$ cat config.mk
export PLATFORM = sky130hd
export DESIGN_NAME = btsc_decode
export DESIGN_NICKNAME = d
export VERILOG_FILES = /design/src/shared/btsc_pkg.sv /design/src/logic/btsc_decode.sv /design/src/logic/btsc_phase_gen.sv
export SDC_FILE = /design/constraint.sdc
export NUM_CORES = 1
export LEC_CHECK = 0
export BUFFER_PORTS_ARGS = -buffer_cell sky130_fd_sc_hd__buf_2
export CAP_MARGIN = 0
export CORE_MARGIN = 2
export CORE_UTILIZATION = 53
export DETAILED_ROUTE_END_ITERATION = 12
export GPL_TIMING_DRIVEN = 0
export PLACE_DENSITY = 0.84
export SYNTH_ARGS = -nofsm -noshare
export SYNTH_HDL_FRONTEND = slang
export SYNTH_SLANG_ARGS = --single-unit
$ cat constraint.sdc
create_clock -name ref_clk -period 2.2 [get_ports ref_clk]
set_clock_uncertainty 0.1 [all_clocks]
set_input_delay 0.11 -clock ref_clk [delete_from_list [all_inputs] [get_ports ref_clk]]
set_output_delay 0.11 -clock ref_clk [all_outputs]
set_load 0.005 [all_outputs]
$ cat src/shared/btsc_pkg.sv
// constants for the bit-test, skip and call decode block
package btsc_pkg;
  localparam int unsigned WORD_W      = 14;
  localparam int unsigned PC_W        = 13;
  localparam int unsigned ADDR_W      = 7;
  localparam int unsigned BIT_W       = 3;
  localparam int unsigned LIT_W       = 11;
  localparam int unsigned LATCH_W     = 8;
  // opcode fields
  localparam logic [3:0] OP_SET_BIT   = 4'h5;
  localparam logic [3:0] OP_SKIP_ZERO = 4'h6;
  localparam logic [3:0] OP_SKIP_ONE  = 4'h7;
  localparam logic [2:0] OP_CALL      = 3'h4;
  localparam int unsigned OP4_LSB     = 10;
  localparam int unsigned OP3_LSB     = 11;
  localparam int unsigned BIT_LSB     = 7;
  localparam int unsigned ADDR_LSB    = 0;
  localparam int unsigned LATCH_HI_LSB = 3;
  localparam logic [WORD_W-1:0] NOP_WORD = 14'h0000;
  localparam logic [PC_W-1:0]   PC_RESET = 13'h0000;
  localparam logic [1:0]        PH_DECODE  = 2'h0;
  localparam logic [1:0]        PH_READ    = 2'h1;
  localparam logic [1:0]        PH_PROCESS = 2'h2;
  localparam logic [1:0]        PH_WRITE   = 2'h3;
  // core clock period and instruction cycle
  localparam int unsigned CLK_NS      = 50;
  localparam int unsigned CYCLE_NS    = 200;
  localparam int unsigned PHASES      = CYCLE_NS / CLK_NS;
endpackage

$ cat src/logic/btsc_decode.sv
// decode and execute for set-bit, bit tests with skip, and call
`timescale 1ns/100ps
`default_nettype none
module btsc_decode (
  input  wire logic                           ref_clk,
  input  wire logic                           reset_n,
  input  wire logic [btsc_pkg::WORD_W-1:0]    prog_data,
  output logic      [btsc_pkg::PC_W-1:0]      prog_addr,
  output logic      [btsc_pkg::ADDR_W-1:0]    file_addr,
  input  wire logic [7:0]                     file_rdata,
  output logic      [7:0]                     file_wdata,
  output logic                                file_we,
  input  wire logic [btsc_pkg::LATCH_W-1:0]   pc_upper_latch,
  output logic      [btsc_pkg::PC_W-1:0]      return_stack_top,
  output logic                                stack_push,
  output logic                                status_we,
  output logic      [1:0]                     phase
);
  // ****************************************
  // state
  // ****************************************
  typedef enum {BTSC_RUN, BTSC_IDLE} btsc_state_t;
  btsc_state_t state;
  btsc_state_t next_state;
  logic [btsc_pkg::WORD_W-1:0] ir;
  logic [btsc_pkg::WORD_W-1:0] next_ir;
  logic [btsc_pkg::PC_W-1:0]   pc;
  logic [btsc_pkg::PC_W-1:0]   next_pc;
  logic [btsc_pkg::ADDR_W-1:0] next_file_addr;
  logic [7:0]                  data;
  logic [7:0]                  next_data;
  logic [7:0]                  next_file_wdata;
  logic                        next_file_we;
  logic [btsc_pkg::PC_W-1:0]   next_tos;
  logic                        next_push;
  logic                        hit;
  logic                        next_hit;

  btsc_phase_gen u_phase (
    .ref_clk (ref_clk),
    .reset_n (reset_n),
    .phase   (phase)
  );

  // ****************************************
  // decode helpers
  // ****************************************
  function automatic logic is_op4(input logic [btsc_pkg::WORD_W-1:0] w,
                                  input logic [3:0] op);
    is_op4 = (w[btsc_pkg::WORD_W-1:btsc_pkg::OP4_LSB] == op);
  endfunction

  function automatic logic [7:0] bit_mask(input logic [btsc_pkg::WORD_W-1:0] w);
    bit_mask = 8'h01 << w[btsc_pkg::BIT_LSB +: btsc_pkg::BIT_W];
  endfunction

  logic op_set;
  logic op_zero;
  logic op_one;
  logic op_call;
  assign op_set  = is_op4(ir, btsc_pkg::OP_SET_BIT);
  assign op_zero = is_op4(ir, btsc_pkg::OP_SKIP_ZERO);
  assign op_one  = is_op4(ir, btsc_pkg::OP_SKIP_ONE);
  assign op_call = (ir[btsc_pkg::WORD_W-1:btsc_pkg::OP3_LSB] == btsc_pkg::OP_CALL);

  assign prog_addr = pc;
  // flags are never written by this block
  assign status_we = 1'b0;

  // ****************************************
  // phase sequencing
  // ****************************************
  always_comb begin
    next_state      = state;
    next_ir         = ir;
    next_pc         = pc;
    next_file_addr  = file_addr;
    next_data       = data;
    next_file_wdata = file_wdata;
    next_file_we    = 1'b0;
    next_tos        = return_stack_top;
    next_push       = 1'b0;
    next_hit        = hit;
    unique case (phase)
      btsc_pkg::PH_DECODE: begin
        next_hit       = 1'b0;
        next_file_addr = ir[btsc_pkg::ADDR_LSB +: btsc_pkg::ADDR_W];
      end
      btsc_pkg::PH_READ: begin
        next_data = file_rdata;
        if (state == BTSC_RUN && op_call) begin
          next_tos  = pc;
          next_push = 1'b1;
        end
      end
      btsc_pkg::PH_PROCESS: begin
        if (state == BTSC_RUN) begin
          if (op_set) begin
            next_file_wdata = data | bit_mask(ir);
          end
          // zero test skips on a clear bit, one test on a set bit
          if (op_zero) begin
            next_hit = ((data & bit_mask(ir)) == 8'h00);
          end
          if (op_one) begin
            next_hit = ((data & bit_mask(ir)) != 8'h00);
          end
        end
      end
      btsc_pkg::PH_WRITE: begin
        if (state == BTSC_RUN && op_set) begin
          next_file_we = 1'b1;
        end
        if (state == BTSC_RUN && op_call) begin
          next_pc = {pc_upper_latch[btsc_pkg::LATCH_HI_LSB +: 2],
                     ir[btsc_pkg::LIT_W-1:0]};
        end else begin
          next_pc = pc + 13'h0001;
        end
        // skipped or redirected word becomes an idle cycle
        if (state == BTSC_RUN && (hit || op_call)) begin
          next_ir    = btsc_pkg::NOP_WORD;
          next_state = BTSC_IDLE;
        end else begin
          next_ir    = prog_data;
          next_state = BTSC_RUN;
        end
      end
    endcase
  end

  always_ff @(posedge ref_clk or negedge reset_n) begin
    if (!reset_n) begin
      state            <= BTSC_RUN;
      ir               <= btsc_pkg::NOP_WORD;
      pc               <= btsc_pkg::PC_RESET;
      file_addr        <= 7'h00;
      data             <= 8'h00;
      file_wdata       <= 8'h00;
      file_we          <= 1'b0;
      return_stack_top <= btsc_pkg::PC_RESET;
      stack_push       <= 1'b0;
      hit              <= 1'b0;
    end else begin
      state            <= next_state;
      ir               <= next_ir;
      pc               <= next_pc;
      file_addr        <= next_file_addr;
      data             <= next_data;
      file_wdata       <= next_file_wdata;
      file_we          <= next_file_we;
      return_stack_top <= next_tos;
      stack_push       <= next_push;
      hit              <= next_hit;
    end
  end
endmodule
`default_nettype wire

$ cat src/logic/btsc_phase_gen.sv
// four-phase generator for the instruction cycle
`timescale 1ns/100ps
`default_nettype none
module btsc_phase_gen (
  input  wire logic       ref_clk,
  input  wire logic       reset_n,
  output logic [1:0]      phase
);
  logic [1:0] next_phase;

  always_comb begin
    next_phase = phase + 2'h1;
  end

  always_ff @(posedge ref_clk or negedge reset_n) begin
    if (!reset_n) begin
      phase <= btsc_pkg::PH_DECODE;
    end else begin
      phase <= next_phase;
    end
  end
endmodule
`default_nettype wire

==> flow_metrics.py <==
metrics = {
    "routing": {
        "first_pass_iters": 4,
        "drt-total-wl_um": 7430,
        "post_drt_via_cell_ratio": 5.49,
        "drtAntennaViolNets": 0,
        "drtIter0Drc": 235,
        "post_drt_wl_per_cell_um": 16.1,
        "vias": 2540,
        "drc": 0,
    },
    "status": {
        "status": "finished clean",
    },
    "cts": {
        "cts_resized": 0,
        "cts.sinks": 69,
        "clkTransAtPathRegs_ns": 0.07,
        "insertion_delay_ns": 0.35,
        "cts_buffers": 9,
        "root_buffer": "clkbuf_8",
        "clock_path_buffers": 2,
        "tritoncts": "yes",
        "h-tree-depth": 3,
    },
    "timing": {
        "finalCritPeriodShare_pct": 89.9,
        "slew_violations": 0,
        "fin_setup_tns_ns": 0,
        "tightest_slew_ns": 0.833,
        "layout_min_cycle_time_ns": 1.98,
        "finalSetupViolCount": 0,
        "maxSlewHeadroom_pct": 44.5,
        "finalHoldViolCount": 0,
        "rsz0062_at_grt": "false",
        "timing.fmax_ghz": 0.506,
        "worst_slack_ns": 0.223,
    },
    "setup_path": {
        "slowest_delay_ns": 0.46,
        "worstPathCellList": "inv_1, ha_1, clkbuf_1, nand2_4, buf_6, mux2_4",
        "crit_path_start_kind": "flip-flop",
        "cp_slowest_cell": "clkbuf_1",
        "crit_type": "flip-flop to flip-flop",
        "path_max_fanout": 10,
        "arrival_ns": 2.10,
        "endpoint_kind": "flip-flop",
        "cp_num_buf_inv": 3,
        "worstPathRequired_ns": 2.33,
        "cp_top_family": "buffers and inverters",
    },
    "synthesis": {
        "synth_top_family_by_area": "compound AO/OA/AOI/OAI gates",
        "yosys.area_share.adder_pct": 2.00,
        "ys_warn_count": 0,
        "synth.distinct_cells": 39,
        "syn-cell-area_um2": 3130,
        "ys_seq_elements": 69,
        "synth_compound_area_share_pct": 13.9,
        "muxShareOfSynthArea_pct": 11.9,
        "synth_xor_area_share_pct": 0.280,
        "synthSimpleGateAreaFrac_pct": 11.0,
        "synth.net_count": 318,
        "avgSynthCellArea_um2": 11.1,
        "ys_seq_area_share_pct": 55.1,
        "synth_cells": 281,
    },
    "floorplanning": {
        "rows": 27,
        "start_util_pct": 55.8,
        "pin_count": 78,
        "chipHeight_um": 80.9,
        "die_w_um": 80.9,
        "core_um2": 5610,
        "die_area_um2": 6540,
    },
    "pwr": {
        "peakVddDrop_uv": 543,
        "p_leak_nw": 1.96,
        "power_per_cell_area_nw_per_um2": 1020,
    },
    "global_routing": {
        "grt-ovfl-total": 0,
        "grt_max_degree": 70,
        "antenna_found_initial": 0,
        "grt_use_total_pct": 24.8,
        "grt_pass1_vias": 2510,
        "grt_pass1_wl_um": 12100,
    },
    "placed_design": {
        "dp_slack_ns": 0.229,
        "placed_area_um2": 3570,
        "dp_hpwl_um": 4770,
        "io_buffer_count": 70,
        "gp_congestion": 0.886,
    },
    "layout": {
        "regArea_um2": 1730,
        "num_antenna_cells": 0,
        "utilization_pct": 71.8,
        "synthToLayoutAreaGrowth_pct": 28.6,
        "multiInputGateArea_um2": 1230,
        "fin_nets": 423,
        "fin_area_um2": 4030,
        "num-fill-cells": 411,
        "drive_gt1_share_pct": 32.5,
    },
    "hold_path": {
        "worstHoldPathType": "primary input to flip-flop",
    },
    "flow_run": {
        "cap_viol_max_count": 0,
    },
}
-- through the flow --
step	power, mW	std cells	hold slack [ns]
2_1_floorplan	2.49	281	-0.286
3_3_place_gp	2.94	423	0.219
3_5_place_dp	3.00	423	0.169
4_1_cts	4.12	463	0.00828
5_1_grt	4.36	463	0.0350
6_report	4.11	463	0.0217
-- cell type report --
class	instances	share of cell area (%)
sequential	69	42.9
multi-input combinational	177	30.5
timing repair buffer	94	14.7
clock buffer	13	4.20
buffer	16	2.61
tap	72	2.24
inverter	19	1.77
clock inverter	3	1.06
-- path summary, 6_finish.rpt --
check	from	to	slack [ns]	depth (start not counted)
hold reg to reg	file_wdata[5]	file_wdata[5]	0.38	2
setup reg to reg	u_phase.phase[1]	return_stack_top[7]	0.22	6
setup / recovery	u_phase.phase[1]	return_stack_top[7]	0.22	6
hold / removal	pc_upper_latch[4]	prog_addr[12]	0.02	3
min in group asynchronous	reset_n	file_addr[0]	0.32	2
max in group asynchronous	reset_n	return_stack_top[5]	1.12	2
-- report_power, final --
| group | internal (mW) | switching (mW) |
|---|---|---|
| registers | 1.60 | 0.330 |
| clock network | 0.615 | 0.474 |
| logic | 0.594 | 0.495 |
-- worst reg2reg max path, cell delays in order, from the launching register on --
cell and delay (ns):
dfrtp_1 0.41, inv_1 0.09, ha_1 0.14, clkbuf_1 0.46, nand2_4 0.17, buf_6 0.20, mux2_4 0.30
-- synth_stat cells --
cell / number / area share (%)
dfrtp_1: 69 / 55
nand2_1: 38 / 4.6
mux2_2: 23 / 8.3
o21ai_0: 21 / 3.4
inv_1: 19 / 2.3
a21oi_1: 12 / 1.9
o21ai_1: 10 / 1.6
o22ai_1: 9 / 1.8
a31oi_1: 7 / 1.4
clkbuf_1: 7 / 0.84
nor2_1: 6 / 0.72
buf_6: 5 / 1.8
ha_1: 5 / 2.0
nand3_1: 5 / 0.80
a21boi_0: 4 / 0.96
a2bb2oi_1: 4 / 1.1
and3_1: 4 / 0.80
mux2_4: 4 / 1.9
buf_2: 3 / 0.48
nand4_1: 3 / 0.60
a22o_1: 2 / 0.56
a41o_1: 2 / 0.64
and4_1: 2 / 0.56
mux4_2: 2 / 1.4
and2_1: 1 / 0.20
and4b_1: 1 / 0.32
buf_4: 1 / 0.24
conb_1: 1 / 0.12
mux2i_1: 1 / 0.32
nand2_4: 1 / 0.36
nand2b_1: 1 / 0.20
nand3_2: 1 / 0.32
nor2b_1: 1 / 0.20
nor4_1: 1 / 0.20
nor4b_4: 1 / 0.76
o21a_1: 1 / 0.24
o41ai_1: 1 / 0.28
or4b_4: 1 / 0.44
xnor2_1: 1 / 0.28
-- cell usage in the layout (no fill, tap or decap), types with 5 or more instances in the layout --
master	count
buf_2	72
buf_6	5
clkbuf_8	12
nand2_1	38
a31oi_1	7
ha_1	5
o22ai_1	9
o21ai_0	21
a21oi_1	12
nor2_1	6
dlygate4sd3_1	24
inv_1	19
dfrtp_1	69
nand3_1	5
clkbuf_1	8
mux2_2	23
o21ai_1	10
-- kinds of logic (layout without fill, tap and decap cells) --
| kind of cell | count (synthesis) | after routing |
|---|---|---|
| buf+inv | 35 | 145 |
| compound gates | 73 | 73 |
| fa+ha+maj | 5 | 5 |
| other cells | 1 | 1 |
| mux | 30 | 30 |
| flops | 69 | 69 |
| xor+xnor | 1 | 1 |
| simple gates | 67 | 67 |
-- repair_timing --
| item | CTS | global route |
|---|---|---|
| hold buffers | 24 | 0 |
| setup endpoints to repair | 0 | 0 |
| endpoints found under the hold margin | 92 | 0 |
| buffers inserted | 0 | 0 |
-- routing by layer --
layer	part of all wire, %	global-route usage, %	wire length, um
met5	0	0	0
met2	48	38.5	3560
met4	3.5	14.9	258
met3	5.3	4.44	396
met1	43	32.8	3220
-- registers in the layout, indices dropped and copies added, names as in the netlist --
name,cells
file_addr,7
file_wdata,8
u_phase.phase,2
prog_addr,13
hit,1
stack_push,1
ir,14
file_we,1
state,1
data,8
return_stack_top,13
Note: power is estimated with default switching activity, not from simulation.
